`src/core/tfc_pkg.sv`:
```
// Package for the trace capture and readout block of the on-chip debug module.
// Assumes a 10 MHz core clock and a plain register port with 8-bit data.
package tfc_pkg;

    ////////////////////////////////////////////////////////////////////////////
    // Register offsets on the plain register port.
    localparam logic [3:0] TFC_OFF_CONTROL = 4'h0;
    localparam logic [3:0] TFC_OFF_TRIGGER = 4'h1;
    localparam logic [3:0] TFC_OFF_STATUS = 4'h2;
    localparam logic [3:0] TFC_OFF_COUNT = 4'h3;
    localparam logic [3:0] TFC_OFF_TRACE_HIGH = 4'h4;
    localparam logic [3:0] TFC_OFF_TRACE_LOW = 4'h5;
    localparam logic [3:0] TFC_OFF_CMPA_EXT = 4'h6;
    localparam logic [3:0] TFC_OFF_CMPA_HIGH = 4'h7;
    localparam logic [3:0] TFC_OFF_CMPA_LOW = 4'h8;

    ////////////////////////////////////////////////////////////////////////////
    // Field positions.
    localparam int TFC_CTL_ENABLE = 7;
    localparam int TFC_CTL_ARM = 6;
    localparam int TFC_CTL_TAG = 5;
    localparam int TFC_CTL_BREAK = 4;
    localparam int TFC_TRG_OPCODE = 7;
    localparam int TFC_TRG_BEGIN = 6;
    localparam int TFC_STS_MATCH_A = 7;
    localparam int TFC_STS_MATCH_B = 6;
    localparam int TFC_STS_MATCH_C = 5;
    localparam int TFC_STS_ARMED = 0;

    ////////////////////////////////////////////////////////////////////////////
    // Reset values and fixed figures.
    localparam logic [7:0] TFC_RST_CONTROL = 8'hc0;
    localparam logic [7:0] TFC_RST_TRIGGER = 8'h40;
    localparam logic [7:0] TFC_RST_STATUS = 8'h01;
    localparam logic [7:0] TFC_RST_CMPA_EXT = 8'h00;
    localparam logic [7:0] TFC_RST_CMPA_HIGH = 8'hff;
    localparam logic [7:0] TFC_RST_CMPA_LOW = 8'hfe;
    localparam logic [7:0] TFC_EVENT_HIGH = 8'h00;
    localparam logic [15:0] TFC_BRANCH_BACKSTEP = 16'h0002;
    localparam int TFC_DEPTH = 8;
    localparam logic [3:0] TFC_FULL_COUNT = 4'h8;

    ////////////////////////////////////////////////////////////////////////////
    // Carriers.
    typedef struct packed {
        logic [3:0] addr;
        logic [7:0] wdata;
        logic wr;
        logic rd;
    } tfc_bus_t;

    typedef struct packed {
        logic [1:0] cof;
        logic [15:0] addr;
        logic [7:0] data;
        logic [15:0] opcodeAddr;
        logic intPending;
    } tfc_core_t;

    typedef struct packed {
        logic triggerHit;
        logic eventOnlyMode;
        logic matchA;
        logic matchB;
        logic matchC;
    } tfc_trig_t;

    typedef struct packed {
        logic [7:0] ext;
        logic [7:0] high;
        logic [7:0] low;
    } tfc_cmpa_t;

    typedef struct packed {
        logic [TFC_DEPTH-1:0][15:0] mem;
        logic [2:0] wrPtr;
        logic [2:0] rdPtr;
        logic [3:0] validCount;
        logic [7:0] control;
        logic [7:0] trigger;
        logic [7:0] status;
        tfc_cmpa_t cmpA;
        logic [15:0] prevAddr;
        logic triggered;
        logic breakReq;
        logic [7:0] readData;
    } tfc_state_t;

endpackage

```
`src/core/tfc_trace_capture.sv`:
```
// Trace capture and readout: an eight-word trace store filled from core
// change-of-flow events under begin or end trigger, read over a register port.
// Assumes comparators and trigger-mode decoding sit outside and drive trig.
//
// Functional notes
// - Trace store holds up to eight words.
// - Event-only modes store data, high byte zero.
// - Destination change-of-flow stores current core address.
// - Taken branch stores previous address minus two.
// - Begin mode waits for trigger, stores eight.
// - End mode stores until trigger, then disarms.
// - End trigger on change-of-flow is stored.
// - Store readable only when enabled, armed or not.
// - Oldest first; count does not decrement.
// - Optional high read, low read advances.
// - Armed read returns oldest, no shift.
// - Unarmed low read captures opcode address.
// - Opcode trigger lost to coincident pending interrupt.
// - Address end trigger skips interrupt change-of-flow.
// - Address begin trigger captures interrupt change-of-flow.
// - Module never requests a system reset.
// - Non-power-on reset in end run keeps trace results.
// - Other resets load comparator A with 0x00FFFE.
// - Other resets load control with 0xc0.
// - Other resets load trigger with 0x40.
// - Disarm on end trigger or full store.
// - Arming clears A, B and C flags.
`timescale 1ns/10ps

module tfc_trace_capture (
    input wire logic clk,
    input wire logic rst,
    input wire logic powerOnReset,
    input wire tfc_pkg::tfc_bus_t bus,
    output logic [7:0] readData,
    input wire tfc_pkg::tfc_core_t core,
    input wire tfc_pkg::tfc_trig_t trig,
    output tfc_pkg::tfc_cmpa_t cmpA,
    output logic [7:0] triggerReg,
    output logic [7:0] controlReg,
    output logic armed,
    output logic breakRequest
);

    ////////////////////////////////////////////////////////////////////////////
    // Helpers.

    // Next slot of the circular store.
    function automatic logic [2:0] tfc_ptr_next(input logic [2:0] ptr);
        tfc_ptr_next = ptr + 3'h1;
    endfunction

    // Byte of the oldest entry: high half or low half.
    function automatic logic [7:0] tfc_oldest_byte(input tfc_pkg::tfc_state_t s, input logic high);
        logic [15:0] word;
        word = s.mem[s.rdPtr];
        tfc_oldest_byte = high ? word[15:8] : word[7:0];
    endfunction

    ////////////////////////////////////////////////////////////////////////////
    // State.
    tfc_pkg::tfc_state_t st;
    tfc_pkg::tfc_state_t next_st;

    logic enabled;
    logic armBit;
    logic armedNow;
    logic beginType;
    logic trigQualified;
    logic doStore;
    logic disarmNow;
    logic [15:0] storeWord;
    logic [15:0] cofAddr;

    // Decode of the run type and the qualified trigger.
    always_comb begin
        enabled = st.control[tfc_pkg::TFC_CTL_ENABLE];
        armBit = st.control[tfc_pkg::TFC_CTL_ARM];
        armedNow = enabled && armBit && st.status[tfc_pkg::TFC_STS_ARMED];
        // Event-only modes always behave as begin runs.
        beginType = st.trigger[tfc_pkg::TFC_TRG_BEGIN] || trig.eventOnlyMode;
        // An opcode trigger is dropped when an interrupt pends in the same cycle.
        trigQualified = trig.triggerHit && !(st.trigger[tfc_pkg::TFC_TRG_OPCODE] && core.intPending);
        // Destination address, or branch source recovered from the last cycle.
        cofAddr = core.cof[1] ? core.addr : (st.prevAddr - tfc_pkg::TFC_BRANCH_BACKSTEP);
        storeWord = trig.eventOnlyMode ? {tfc_pkg::TFC_EVENT_HIGH, core.data} : cofAddr;
    end

    // Store and disarm decisions for the current cycle.
    always_comb begin
        doStore = 1'b0;
        disarmNow = 1'b0;
        if (armedNow && beginType) begin
            // Nothing is stored before the trigger; the trigger cycle itself counts.
            if (st.triggered || trigQualified) begin
                doStore = trig.eventOnlyMode ? trigQualified : (|core.cof);
            end
            // Last of eight words ends the run.
            disarmNow = doStore && (st.validCount == tfc_pkg::TFC_FULL_COUNT - 4'h1);
        end else if (armedNow) begin
            // End runs store continuously until the trigger.
            if (trigQualified) begin
                disarmNow = 1'b1;
                // A trigger landing on a change-of-flow is kept, unless it is the interrupt's.
                doStore = (|core.cof) && !trig.eventOnlyMode && !core.intPending;
            end else begin
                doStore = |core.cof;
            end
        end
    end

    ////////////////////////////////////////////////////////////////////////////
    // Next-state logic.
    always_comb begin
        next_st = st;
        next_st.prevAddr = core.addr;
        next_st.breakReq = 1'b0;
        next_st.readData = 8'h00;

        if (rst) begin
            if (!powerOnReset && enabled && !st.trigger[tfc_pkg::TFC_TRG_BEGIN]) begin
                // Ending an end run: stop it but keep the results for readout.
                next_st.control[tfc_pkg::TFC_CTL_ARM] = 1'b0;
                next_st.control[tfc_pkg::TFC_CTL_BREAK] = 1'b0;
                next_st.status[tfc_pkg::TFC_STS_ARMED] = 1'b0;
                next_st.triggered = 1'b0;
            end else begin
                // Default begin run that starts at the reset vector fetch.
                next_st.mem = '0;
                next_st.wrPtr = 3'h0;
                next_st.rdPtr = 3'h0;
                next_st.validCount = 4'h0;
                next_st.cmpA.ext = tfc_pkg::TFC_RST_CMPA_EXT;
                next_st.cmpA.high = tfc_pkg::TFC_RST_CMPA_HIGH;
                next_st.cmpA.low = tfc_pkg::TFC_RST_CMPA_LOW;
                next_st.control = tfc_pkg::TFC_RST_CONTROL;
                next_st.trigger = tfc_pkg::TFC_RST_TRIGGER;
                next_st.status = tfc_pkg::TFC_RST_STATUS;
                next_st.triggered = 1'b0;
            end
        end else begin
            // Capture into the circular store.
            if (armedNow) begin
                next_st.triggered = st.triggered || (beginType && trigQualified);
            end
            if (doStore) begin
                next_st.mem[st.wrPtr] = storeWord;
                next_st.wrPtr = tfc_ptr_next(st.wrPtr);
                if (st.validCount == tfc_pkg::TFC_FULL_COUNT) begin
                    // End runs drop the oldest word once the store is full.
                    next_st.rdPtr = tfc_ptr_next(st.rdPtr);
                end else begin
                    next_st.validCount = st.validCount + 4'h1;
                end
            end
            if (disarmNow) begin
                next_st.control[tfc_pkg::TFC_CTL_ARM] = 1'b0;
                next_st.status[tfc_pkg::TFC_STS_ARMED] = 1'b0;
                next_st.breakReq = st.control[tfc_pkg::TFC_CTL_BREAK];
            end

            // Register reads; the answer stands in the following cycle.
            if (bus.rd) begin
                case (bus.addr)
                    tfc_pkg::TFC_OFF_CONTROL: begin
                        next_st.readData = st.control;
                    end
                    tfc_pkg::TFC_OFF_TRIGGER: begin
                        next_st.readData = st.trigger;
                    end
                    tfc_pkg::TFC_OFF_STATUS: begin
                        next_st.readData = st.status;
                    end
                    tfc_pkg::TFC_OFF_COUNT: begin
                        next_st.readData = {4'h0, st.validCount};
                    end
                    tfc_pkg::TFC_OFF_TRACE_HIGH: begin
                        // High half is optional and never moves the store.
                        if (enabled) begin
                            next_st.readData = tfc_oldest_byte(st, 1'b1);
                        end
                    end
                    tfc_pkg::TFC_OFF_TRACE_LOW: begin
                        if (enabled) begin
                            // Oldest word first; an armed read leaves the store alone.
                            next_st.readData = tfc_oldest_byte(st, 1'b0);
                        end
                        if (enabled && !armBit) begin
                            // Advance without touching the count.
                            next_st.rdPtr = tfc_ptr_next(st.rdPtr);
                            // Profiling: the slot at the write pointer takes the current opcode address.
                            next_st.mem[st.wrPtr] = core.opcodeAddr;
                            next_st.wrPtr = tfc_ptr_next(st.wrPtr);
                        end
                    end
                    tfc_pkg::TFC_OFF_CMPA_EXT: begin
                        next_st.readData = st.cmpA.ext;
                    end
                    tfc_pkg::TFC_OFF_CMPA_HIGH: begin
                        next_st.readData = st.cmpA.high;
                    end
                    tfc_pkg::TFC_OFF_CMPA_LOW: begin
                        next_st.readData = st.cmpA.low;
                    end
                    default: begin
                        next_st.readData = 8'h00;
                    end
                endcase
            end

            // Register writes; status, count and trace halves are read-only.
            if (bus.wr) begin
                case (bus.addr)
                    tfc_pkg::TFC_OFF_CONTROL: begin
                        next_st.control = bus.wdata;
                        if (bus.wdata[tfc_pkg::TFC_CTL_ARM] && bus.wdata[tfc_pkg::TFC_CTL_ENABLE] && !armBit) begin
                            // Arming starts a fresh run.
                            next_st.status[tfc_pkg::TFC_STS_MATCH_A] = 1'b0;
                            next_st.status[tfc_pkg::TFC_STS_MATCH_B] = 1'b0;
                            next_st.status[tfc_pkg::TFC_STS_MATCH_C] = 1'b0;
                            next_st.status[tfc_pkg::TFC_STS_ARMED] = 1'b1;
                            next_st.wrPtr = 3'h0;
                            next_st.rdPtr = 3'h0;
                            next_st.validCount = 4'h0;
                            next_st.triggered = 1'b0;
                        end
                        if (!bus.wdata[tfc_pkg::TFC_CTL_ARM]) begin
                            next_st.status[tfc_pkg::TFC_STS_ARMED] = 1'b0;
                        end
                    end
                    tfc_pkg::TFC_OFF_TRIGGER: begin
                        next_st.trigger = bus.wdata;
                    end
                    tfc_pkg::TFC_OFF_CMPA_EXT: begin
                        next_st.cmpA.ext = bus.wdata;
                    end
                    tfc_pkg::TFC_OFF_CMPA_HIGH: begin
                        next_st.cmpA.high = bus.wdata;
                    end
                    tfc_pkg::TFC_OFF_CMPA_LOW: begin
                        next_st.cmpA.low = bus.wdata;
                    end
                    default: begin
                        next_st.control = next_st.control;
                    end
                endcase
            end

            // Match flags are set only while armed; a match in the arming cycle is lost, as the arm bit is still clear then.
            if (armedNow && trig.matchA) begin
                next_st.status[tfc_pkg::TFC_STS_MATCH_A] = 1'b1;
            end
            if (armedNow && trig.matchB) begin
                next_st.status[tfc_pkg::TFC_STS_MATCH_B] = 1'b1;
            end
            if (armedNow && trig.matchC) begin
                next_st.status[tfc_pkg::TFC_STS_MATCH_C] = 1'b1;
            end

            // The armed flag cannot survive a disabled module.
            if (!next_st.control[tfc_pkg::TFC_CTL_ENABLE]) begin
                next_st.status[tfc_pkg::TFC_STS_ARMED] = 1'b0;
            end
        end
    end

    // State register.
    always_ff @(posedge clk) begin
        st <= next_st;
    end

    ////////////////////////////////////////////////////////////////////////////
    // Outputs.

    // Break only halts the core; this block has no reset request at all.
    assign breakRequest = st.breakReq;
    assign readData = st.readData;
    assign cmpA = st.cmpA;
    assign triggerReg = st.trigger;
    assign controlReg = st.control;
    assign armed = st.status[tfc_pkg::TFC_STS_ARMED];

endmodule

```
`config.mk`:
```
export PLATFORM = sky130hd
export DESIGN_NAME = tfc_trace_capture
export DESIGN_NICKNAME = d
export VERILOG_FILES = /design/src/core/tfc_pkg.sv /design/src/core/tfc_trace_capture.sv
export SDC_FILE = /design/constraint.sdc
export NUM_CORES = 1
export LEC_CHECK = 0
export BUFFER_PORTS_ARGS = -buffer_cell sky130_fd_sc_hd__buf_4
export CAP_MARGIN = 20
export CORE_MARGIN = 2
export CORE_UTILIZATION = 50
export CTS_CLUSTER_SIZE = 28
export DETAILED_ROUTE_END_ITERATION = 10
export PLACE_DENSITY_LB_ADDON = 0.25
export RECOVER_POWER = 100
export SLEW_MARGIN = 15
export SYNTH_ARGS = -nofsm -noshare
export SYNTH_HDL_FRONTEND = slang
export SYNTH_SLANG_ARGS = --single-unit
export TNS_END_PERCENT = 20
```
`constraint.sdc`:
```
create_clock -name clk -period 5.6 [get_ports clk]
set_input_delay 0.28 -clock clk [delete_from_list [all_inputs] [get_ports clk]]
set_output_delay 0.28 -clock clk [all_outputs]
set_load 0.02 [all_outputs]
```
==> results of run 1 <==
-- synthesized netlist by cell type, types with 8 or more instances --
cell / instances
sky130_fd_sc_hd__mux4_2: 32
sky130_fd_sc_hd__o32ai_1: 9
sky130_fd_sc_hd__and2_1: 15
sky130_fd_sc_hd__a22oi_1: 33
sky130_fd_sc_hd__mux2i_1: 20
sky130_fd_sc_hd__or2_2: 8
sky130_fd_sc_hd__clkbuf_1: 31
sky130_fd_sc_hd__o21ai_0: 20
sky130_fd_sc_hd__xor2_1: 8
sky130_fd_sc_hd__nand3_1: 13
sky130_fd_sc_hd__a221o_1: 48
sky130_fd_sc_hd__a21oi_1: 67
sky130_fd_sc_hd__buf_4: 56
sky130_fd_sc_hd__buf_2: 23
sky130_fd_sc_hd__nand2_1: 65
sky130_fd_sc_hd__o22ai_1: 73
sky130_fd_sc_hd__inv_1: 12
sky130_fd_sc_hd__nor2_1: 167
sky130_fd_sc_hd__and3_1: 10
sky130_fd_sc_hd__a211oi_1: 10
sky130_fd_sc_hd__nand2b_1: 17
sky130_fd_sc_hd__edfxtp_1: 179
sky130_fd_sc_hd__nor3_1: 10
sky130_fd_sc_hd__a211o_1: 8
sky130_fd_sc_hd__dfxtp_1: 29
sky130_fd_sc_hd__o211ai_1: 9
sky130_fd_sc_hd__buf_1: 13
sky130_fd_sc_hd__a21o_1: 9
-- registers in the layout, indices dropped and copies added (netlist names) --
name and flops:
st 158, cmpA 24, controlReg 8, readData 8, triggerReg 8, armed 1, breakRequest 1
-- repair_timing --
item | 4_1_cts | 5_1_grt
hold buffers | 16 | 0
endpoints found under the hold margin | 16 | 0
buffers inserted | 0 | 0
-- per-layer routing --
layer  share of wire  global-route usage  up-vias
met1            0.40               0.375     4594
met4           0.038               0.105        2
met5          0.0012              0.0145        -
li1                -                   -     4278
met3           0.091              0.0405       99
met2            0.47               0.457      593
-- power by group --
part           internal, mW  switching [mW]
combinational         0.221           0.333
clock                 0.895           0.649
sequential             1.81          0.0902
total                  2.93            1.07
-- layout make-up --
cell class,instances,area (µm²),share of cell area
clock buffer,26,587,0.0443
clock inverter,15,165,0.0125
inverter,12,45.0,0.00340
multi-input combinational,751,5140,0.387
sequential,208,5960,0.449
tap,319,399,0.0301
timing repair buffer,151,971,0.0732
-- cell usage in the layout, fill, tap and decap left out, types with 8 or more instances in the layout --
cell type and instances:
sky130_fd_sc_hd__nand2b_1 17, sky130_fd_sc_hd__a22oi_1 33, sky130_fd_sc_hd__buf_4 66, sky130_fd_sc_hd__nand2_1 64, sky130_fd_sc_hd__a21oi_1 67, sky130_fd_sc_hd__inv_1 12, sky130_fd_sc_hd__o32ai_1 9, sky130_fd_sc_hd__o22ai_1 73
sky130_fd_sc_hd__edfxtp_1 179, sky130_fd_sc_hd__nand3_1 13, sky130_fd_sc_hd__a211o_1 8, sky130_fd_sc_hd__xor2_1 8, sky130_fd_sc_hd__a211oi_1 10, sky130_fd_sc_hd__o21ai_0 20, sky130_fd_sc_hd__nor2_1 167, sky130_fd_sc_hd__clkbuf_4 15
sky130_fd_sc_hd__a221o_1 48, sky130_fd_sc_hd__a21o_1 9, sky130_fd_sc_hd__and3_1 10, sky130_fd_sc_hd__dfxtp_1 29, sky130_fd_sc_hd__nor3_1 10, sky130_fd_sc_hd__dlygate4sd3_1 16, sky130_fd_sc_hd__and2_0 9, sky130_fd_sc_hd__clkbuf_16 23
sky130_fd_sc_hd__clkbuf_1 57, sky130_fd_sc_hd__o211ai_1 9, sky130_fd_sc_hd__mux4_2 32, sky130_fd_sc_hd__mux2i_1 20
-- path summary, 6_finish.rpt --
| kind | from | to | slack [ps] | cells after the start |
|---|---|---|---|---|
| setup / recovery | rst | st[56] | 1870 | 5 |
| hold / removal | bus[2] | cmpA[8] | 60 | 2 |
| setup reg to reg | st[81] | st[128] | 2520 | 5 |
| hold reg to reg | st[9] | st[9] | 460 | 2 |
-- logic make-up after synthesis --
family          after synthesis  synth area share
simple gates                354             0.142
compound gates              320             0.192
flops                       208             0.503
buf+inv                     136            0.0639
mux                          59            0.0844
xor+xnor                     13           0.00961
fa+ha+maj                     5           0.00528
-- metrics by stage --
step                      total power, mW  instance area (µm²)
after floorplan                      2.30                11800
after global placement               2.47                12500
after detailed placement             2.48                12500
after CTS                            4.01                13500
after global routing                 4.11                13300
final                                4.00                13300
==> results by group, run 1 <==
Run status
  – Run status: finished with violations
  – Violations in the final reports: max-capacitance violations, max-slew violations

Critical path
  – Critical path start-end classification: in -> reg
  – Maximum net fanout on the critical path: 58
  – Worst-path cell chain: clkbuf_1, nand2_4, buf_4, nand2_1, nand2b_1
  – Maximum cell stage delay along the critical path: 1790 ps
  – Worst setup SP type: primary input
  – Number of buffers and inverters on the critical path: 2
  – Critical Path End Type: register
  – Crit path DAT: 4000 ps
  – Critical-path top delay cell: sky130_fd_sc_hd__clkbuf_1
  – Worst endpoint required time: 5870 ps
  – Dominant delay contributor by cell family on the critical path: buffers and inverters

Routing
  – DRC violations left: 0
  – Post-Route WL: 35.0 mm
  – Number of iterations in the first detailed-routing pass: 6
  – Number of antenna-violating nets in the routed design: 0
  – Average routed wire per standard cell: 23.6 µm
  – DR vias/cell: 6.45
  – Vias: 9,566
  – Starting DRC count in detailed routing: 935

Logic synthesis
  – Distinct cell type count of the synthesized netlist: 64
  – Share of Yosys cell area claimed by the top area cell type: 0.454
  – Number of nets produced by synthesis: 1,165
  – Yosys warning count: 0
  – Synth Cell Area: 11,800 µm²
  – Cell count after synthesis: 1,095
  – Top flip-flop cell by instance count after synthesis: sky130_fd_sc_hd__edfxtp_1
  – Share of synthesized flip-flops with an asynchronous set or reset: 0
  – Sequential cell area fraction in the yosys report: 0.503
  – Synth area leader: sky130_fd_sc_hd__edfxtp_1
  – Largest cells by area after synthesis: sky130_fd_sc_hd__edfxtp_1, sky130_fd_sc_hd__mux4_2, sky130_fd_sc_hd__nor2_1
  – Number of synthesized flops with an enable pin: 179
  – Synth Register Bits: 208
  – Average footprint of a synthesized cell: 10.8 µm²

Finish
  – Fill cell count: 2,015
  – Total inserted antenna cells: 0
  – Final net count: 1,217
  – Non-Filler Instances: 1,482
  – Final core utilization: 0.568
  – Fraction of final layout cells with drive strength greater than 1: 0.153
  – Area Growth Syn to Fin: 12.0%

Global routing
  – Largest net degree at the start of global routing: 59
  – Via count of the first global-routing pass: 9,187
  – Combined global-route utilization of all metal layers: 0.278
  – Total global routing overflow: 0
  – Antenna violations before repair: 0
  – Wire length of the first global-routing pass: 52.4 mm

Floorplanning
  – Initial core utilization: 0.508
  – Std cell rows: 56
  – Number of ports placed on the die boundary: 115
  – Core footprint: 23,300 µm²
  – Vertical die dimension: 158 µm
  – Die boundary width: 158 µm
  – Die area: 24,900 µm²

Clocking
  – Clock tree sinks: 208
  – Clock Latency Late Sink: 520 ps
  – Clock-pin slew reported for the worst setup and hold paths after clock tree synthesis: 60 ps
  – Number of buffers between clock root and the deepest sink: 3
  – Post-cts sizing count: 0
  – CTS H-tree lvls: 1
  – CTS tree: done
  – Root buffer cell: sky130_fd_sc_hd__clkbuf_16
  – Number of buffers created by CTS: 23

Job
  – Max Cap Violations: 1

Placed design
  – Count of input and output buffers: 114
  – DP Cell Count: 1,424
  – HPWL after detailed placement: 24.0 mm
  – Worst slack after detailed placement: 2810 ps
  – Final estimated routing congestion in global placement: 0.896

STA
  – Transition time at the pin with the least slew margin: 2570 ps
  – Achievable frequency: 0.268 GHz
  – Max Transition Viols Final: 59
  – Setup-violating endpoint count in the final report: 0
  – Final critical-path setup slack: 1870 ps
  – Fin Clk Skew: 10.8 ps
  – Clock period minus final worst setup slack: 3730 ps
  – Worst slew margin: -0.716
  – Final sum of negative setup slack: 0 ps
  – Hold WS: 57.6 ps
  – Number of hold-slack violations in the final timing report: 0
  – Setup repair after global routing missed its margin: false
  – Period Utilization, post-route: 0.666

Power and ir drop
  – Power density over cell area: 302 nW/µm²
  – Worst vdd ir: 0.184 mV
  – Leak Pwr: 4.74 nW

Worst hold path
  – Hold/Removal Path Class: in -> reg
Power figures use the tool's default switching activity.
==> run 2, diff against run 1 <==
- clock period: 5.6 -> 3.6 ns (I/O delays scaled with it)
==> run 2 against run 1 <==
  * The run still ends with max-capacitance violations, max-slew violations left
  * Global-route usage up 1.6 points
  * Cell area is 0.58% higher
  * Clock skew up 5.7 ps
  * Non-clock buffer count up 20
  * Largest power group unchanged
  * Sequential power grew 56%
  * Worst hold slack got worse by 26 ps
  * Power up 54%
  * Highest routed layer is now met4
  * Critical path type is now reg -> reg
  * Critical path depth stayed put
  * Critical endpoint is now st[207]
  * Clock power grew 49%
  * First-iteration DRC count is 33% higher
==> results by group, run 2 (synthesized netlist as in run 1, its figures left out) <==
Run status
  – Run status: finished with violations
  – Violations in the final reports: max-capacitance violations, max-slew violations

Critical path
  – Critical path start-end classification: reg -> reg
  – Worst reg2reg endpoint: st[207]
  – Worst-path cell chain: and3_1, o21ai_4, nor2_1, and2_0, a221o_1
  – Maximum net fanout on the critical path: 13
  – Crit path DAT: 3420 ps
  – Register-to-Register Setup Slack: 560 ps
  – Reg-to-reg startpoint: controlReg[7]
  – Worst endpoint required time: 3980 ps
  – Critical Path End Type: register
  – Critical-path top delay cell: sky130_fd_sc_hd__edfxtp_1
  – Worst setup SP type: register
  – Path depth of the worst reg2reg path: 5
  – Maximum cell stage delay along the critical path: 660 ps

STA
  – Max Transition Viols Final: 9
  – Setup-violating endpoint count in the final report: 0
  – Achievable frequency: 0.329 GHz
  – Final sum of negative setup slack: 0 ps
  – Clock period minus final worst setup slack: 3040 ps
  – Worst slew margin: -0.0541
  – Number of hold-slack violations in the final timing report: 0
  – Hold WS: 31.9 ps
  – Transition time at the pin with the least slew margin: 1560 ps
  – Setup repair after global routing missed its margin: false
  – Fin Clk Skew: 16.5 ps
  – Period Utilization, post-route: 0.843

Finish
  – Total inserted antenna cells: 0
  – Total area of sequential cells: 5960 µm²
  – Multi-input logic area: 5130 µm²
  – Final net count: 1,238
  – Top reg by flops: st
  – Fraction of final layout cells with drive strength greater than 1: 0.133
  – Fill cell count: 2,025
  – Flip-flop count of the largest register after layout: 158
  – Commonest non-fill, non-tap cell in the layout: sky130_fd_sc_hd__edfxtp_1
  – Most frequent cells in the layout: sky130_fd_sc_hd__edfxtp_1, sky130_fd_sc_hd__nor2_1, sky130_fd_sc_hd__clkbuf_1
  – Area Growth Syn to Fin: 12.6%

Clocking
  – CTS tree: done
  – CTS hold repair buffers: 26
  – Root buffer cell: sky130_fd_sc_hd__clkbuf_16
  – Number of buffers created by CTS: 24
  – Clock Latency Late Sink: 530 ps
  – Buffer count from post-CTS setup fixing: 0
  – Clock tree sinks: 208
  – Number of buffers between clock root and the deepest sink: 3
  – CTS H-tree lvls: 1
  – Post-cts sizing count: 0
  – Clock-pin slew reported for the worst setup and hold paths after clock tree synthesis: 60 ps

Worst hold path
  – Endpoint of the worst hold-timing path: cmpA[22]
  – Worst Min Path Start: bus[8]
  – Hold/Removal Path Class: in -> reg
  – Depth of the worst hold-timing path: 3

Floorplanning
  – Die boundary width: 158 µm
  – Number of ports placed on the die boundary: 115
  – Std cell rows: 56
  – Vertical die dimension: 158 µm
  – Die area: 24,900 µm²
  – Initial core utilization: 0.508
  – Core footprint: 23,300 µm²

Routing
  – Number of iterations in the first detailed-routing pass: 6
  – Post-Route WL: 37.1 mm
  – DRC violations left: 0
  – DR vias/cell: 6.59
  – Starting DRC count in detailed routing: 1,247
  – Average routed wire per standard cell: 24.7 µm
  – Vias: 9,906
  – Number of antenna-violating nets in the routed design: 0

Power and ir drop
  – Power share of the combinational group: 0.146
  – Design internal power: 4.49 mW
  – Leak Pwr: 4.76 nW
  – Switching share of total power: 0.269
  – Power density over cell area: 461 nW/µm²
  – Total Power Consumption: 6.15 mW
  – Worst vdd ir: 0.344 mV
  – Clock Power Share: 0.373
  – Switching power summed over all nets: 1.65 mW
  – Part of the power in registers: 0.481

Global routing
  – Antenna violations before repair: 0
  – Total global routing overflow: 0
  – Largest net degree at the start of global routing: 78
  – Combined global-route utilization of all metal layers: 0.294
  – Wire length of the first global-routing pass: 55.4 mm
  – Via count of the first global-routing pass: 9,290

Placed design
  – Final estimated routing congestion in global placement: 0.917
  – HPWL after detailed placement: 25.2 mm
  – Count of input and output buffers: 114

Job
  – Max Cap Violations: 1
## run 2: through the flow
stage	std cells	setup WS [ps]	cell area (µm²)	util
6_report	1504	563	13300	0.572
5_1_grt	1504	434	13300	0.572
4_1_cts	1503	886	13600	0.583
3_5_place_dp	1434	909	12600	0.542
3_3_place_gp	1434	902	12600	0.542
2_1_floorplan	1095	414	11800	-
## run 2: how the worst max path moves through the flow
stage,from,end,depth (start not counted)
3_3_place_gp,controlReg[7],cmpA[19],4
5_1_grt,st[78],readData[2],6
6_report,controlReg[7],st[207],5
3_5_place_dp,controlReg[7],st[111],5
4_1_cts,controlReg[7],st[127],5
2_1_floorplan,controlReg[7],st[56],6
## run 2: metal layers
metal | vias up | GRT usage | wire, µm
li1 | 4328 | - | -
met3 | 84 | 0.0416 | 3530
met1 | 4859 | 0.408 | 15000
met5 | - | 0 | 0
met4 | 0 | 0.104 | 1230
met2 | 635 | 0.475 | 17300
## run 2: critical path, delay by kind of cell, from the launching register on
family	cells	cell delay [ps]
simple gates	3	1770
compound gates	2	450
flops	1	660
## run 2: layout make-up
| cell class | instances | area share |
|---|---|---|
| repair buffers | 171 | 0.0815 |
| multi-input cells | 751 | 0.385 |
| well taps | 319 | 0.0299 |
| clock inverters | 4 | 0.00122 |
| flip-flops and latches | 208 | 0.447 |
| inverters | 12 | 0.00338 |
| clock buffers | 39 | 0.0524 |
## run 2: power groups by stage
| stage | Combinational [mW] | Sequential (mW) | Clock (mW) |
|---|---|---|---|
| 2_1_floorplan | 0.630 | 2.94 | 0 |
| 3_3_place_gp | 0.873 | 3.00 | 0 |
| 3_5_place_dp | 0.883 | 3.00 | 0 |
| 4_1_cts | 0.907 | 2.95 | 2.29 |
| 5_1_grt | 0.955 | 2.97 | 2.39 |
| 6_report | 0.895 | 2.96 | 2.29 |
==> run 3, diff against run 2 <==
- ABC_AREA: default -> 1
- clock period: 3.6 -> 2.7 ns (I/O delays scaled with it)
==> run 3 against run 2 <==
  * The run now ends clean
  * Core utilization increased by 0.46 points
  * Count of clock-buffer cells in the layout is 8 lower
  * Clock skew fell by 11 ps
  * Via count up 28%
  * Sequential cell count did not move
  * Clock power up 55%
  * Register-to-register slack got worse by 270 ps
  * Non-clock buffer count rose by 13
  * Sequential share of layout area decreased by 3.3 points
  * Combinational power is 54% higher
  * Cell count rose by 39%
==> results by group, run 3 <==
Logic synthesis
  – Synth area leader: sky130_fd_sc_hd__edfxtp_1
  – Largest cells by area after synthesis: sky130_fd_sc_hd__edfxtp_1, sky130_fd_sc_hd__nand2_1, sky130_fd_sc_hd__a21oi_1
  – Number of synthesized flops with an enable pin: 179
  – Synth Register Bits: 208
  – Share of Yosys cell area claimed by the top area cell type: 0.427
  – Distinct cell type count of the synthesized netlist: 32
  – Top-count cell post-synth: sky130_fd_sc_hd__nand2_1
  – Cell count after synthesis: 1,656
  – Sequential cell area fraction in the yosys report: 0.473
  – Number of nets produced by synthesis: 1,726
  – Post-synth top cells: sky130_fd_sc_hd__nand2_1, sky130_fd_sc_hd__a21oi_1, sky130_fd_sc_hd__nor2_1
  – Share of synthesized flip-flops with an asynchronous set or reset: 0
  – Yosys warning count: 0
  – Synth Cell Area: 12,600 µm²
  – Top flip-flop cell by instance count after synthesis: sky130_fd_sc_hd__edfxtp_1
  – Average footprint of a synthesized cell: 7.60 µm²

Power and ir drop
  – Total Power Consumption: 8.84 mW
  – Worst vdd ir: 0.487 mV
  – Leak Pwr: 6.08 nW
  – Power density over cell area: 615 nW/µm²

Global routing
  – Antenna violations before repair: 0
  – Largest net degree at the start of global routing: 106
  – Combined global-route utilization of all metal layers: 0.325
  – Via count of the first global-routing pass: 11,900
  – Total global routing overflow: 0
  – Wire length of the first global-routing pass: 66.8 mm

Floorplanning
  – Number of ports placed on the die boundary: 115
  – Core footprint: 25,000 µm²
  – Die boundary width: 163 µm
  – Std cell rows: 58
  – Initial core utilization: 0.504
  – Vertical die dimension: 163 µm
  – Die area: 26,400 µm²

STA
  – Max Transition Viols Final: 0
  – Clock period minus final worst setup slack: 2440 ps
  – Setup repair after global routing missed its margin: false
  – Final critical-path setup slack: 264 ps
  – Worst slew margin: 0.271
  – Achievable frequency: 0.411 GHz
  – Final sum of negative setup slack: 0 ps
  – Period Utilization, post-route: 0.902
  – Hold WS: 28.8 ps
  – Number of hold-slack violations in the final timing report: 0
  – Setup-violating endpoint count in the final report: 0
  – Transition time at the pin with the least slew margin: 1090 ps
  – Fin Clk Skew: 5.95 ps

Clocking
  – Root buffer cell: sky130_fd_sc_hd__clkbuf_16
  – Post-cts sizing count: 0
  – CTS tree: done
  – Clock Latency Late Sink: 520 ps
  – CTS H-tree lvls: 1
  – Clock-pin slew reported for the worst setup and hold paths after clock tree synthesis: 60 ps
  – Number of buffers created by CTS: 25
  – Clock tree sinks: 208
  – Number of buffers between clock root and the deepest sink: 3

Routing
  – Post-Route WL: 43.5 mm
  – Number of iterations in the first detailed-routing pass: 6
  – DR vias/cell: 6.07
  – DRC violations left: 0
  – Vias: 12,700
  – Average routed wire per standard cell: 20.8 µm
  – Starting DRC count in detailed routing: 1,772
  – Number of antenna-violating nets in the routed design: 0

Job
  – Max Cap Violations: 0

Finish
  – Final core utilization: 0.576
  – Top reg by flops: st
  – Total inserted antenna cells: 0
  – Finished layout cell area: 14,400 µm²
  – Flip-flop count of the largest register after layout: 158
  – Fraction of final layout cells with drive strength greater than 1: 0.0882
  – Area Growth Syn to Fin: 14.3%
  – Final net count: 1,809
  – Most frequent cells in the layout: sky130_fd_sc_hd__nand2_1, sky130_fd_sc_hd__a21oi_1, sky130_fd_sc_hd__nor2_1
  – Non-Filler Instances: 2,087
  – Commonest non-fill, non-tap cell in the layout: sky130_fd_sc_hd__nand2_1

Critical path
  – Worst setup SP type: primary input
  – Maximum net fanout on the critical path: 105
  – Critical Path End Type: register
  – Worst endpoint required time: 2840 ps
  – Crit path DAT: 2580 ps
  – Critical path start-end classification: in -> reg

Worst hold path
  – Hold/Removal Path Class: in -> reg

Placed design
  – Final estimated routing congestion in global placement: 0.891
  – Count of input and output buffers: 114
  – HPWL after detailed placement: 27.7 mm
  – Post-DP Area: 13,500 µm²
  – Worst slack after detailed placement: 422 ps
  – DP Cell Count: 2,012

Run status
  – Run status: finished, final reports clean
-- run 3: metal layers --
layer | up-vias | GRT usage | routed length (µm)
met2 | 926 | 0.509 | 19300
met4 | 0 | 0.127 | 1650
met5 | - | 0 | 0
li1 | 5753 | - | -
met3 | 158 | 0.0703 | 5710
met1 | 5830 | 0.442 | 16800
-- run 3: final timing paths --
| check | startpoint | end | slack, ps | cells after the start |
|---|---|---|---|---|
| worst max register to register | controlReg[7] | st[116] | 290 | 7 |
| worst max-delay path | rst | st[122] | 260 | 6 |
| worst min register to register | controlReg[4] | breakRequest | 510 | 2 |
| worst min-delay path | bus[5] | controlReg[3] | 30 | 3 |
-- run 3: worst max-delay path: stages --
cell                            delay, ps
sky130_fd_sc_hd__dlygate4sd3_1        550
sky130_fd_sc_hd__buf_4                210
sky130_fd_sc_hd__inv_1                430
sky130_fd_sc_hd__nor2_1               250
sky130_fd_sc_hd__clkinvlp_4           140
sky130_fd_sc_hd__buf_6                690
-- run 3: cell families (layout without fill, tap and decap cells) --
logic type | after synthesis | after routing | synth area share
simple gates | 788 | 788 | 0.266
compound gates | 391 | 391 | 0.159
buf+inv | 262 | 363 | 0.0953
flops | 208 | 208 | 0.473
fa+ha+maj | 5 | 5 | 0.00497
xor+xnor | 2 | 2 | 0.00139
-- run 3: where the power goes --
| group | internal, mW | switching, mW |
|---|---|---|
| clock | 2.15 | 1.42 |
| combinational | 0.426 | 0.954 |
| sequential | 3.75 | 0.146 |
-- run 3: layout make-up --
class                   instances  area [µm²]
fillers                      2348       10600
flip-flops and latches        208        5960
multi-input cells            1186        5410
repair buffers                184        1240
clock buffers                  31         709
inverters                     134         507
well taps                     330         413
clock inverters                14         154
-- run 3: what timing repair did --
item	in CTS	in global routing
hold buffers	30	0
endpoints found under the hold margin	35	0
buffers inserted	0	0
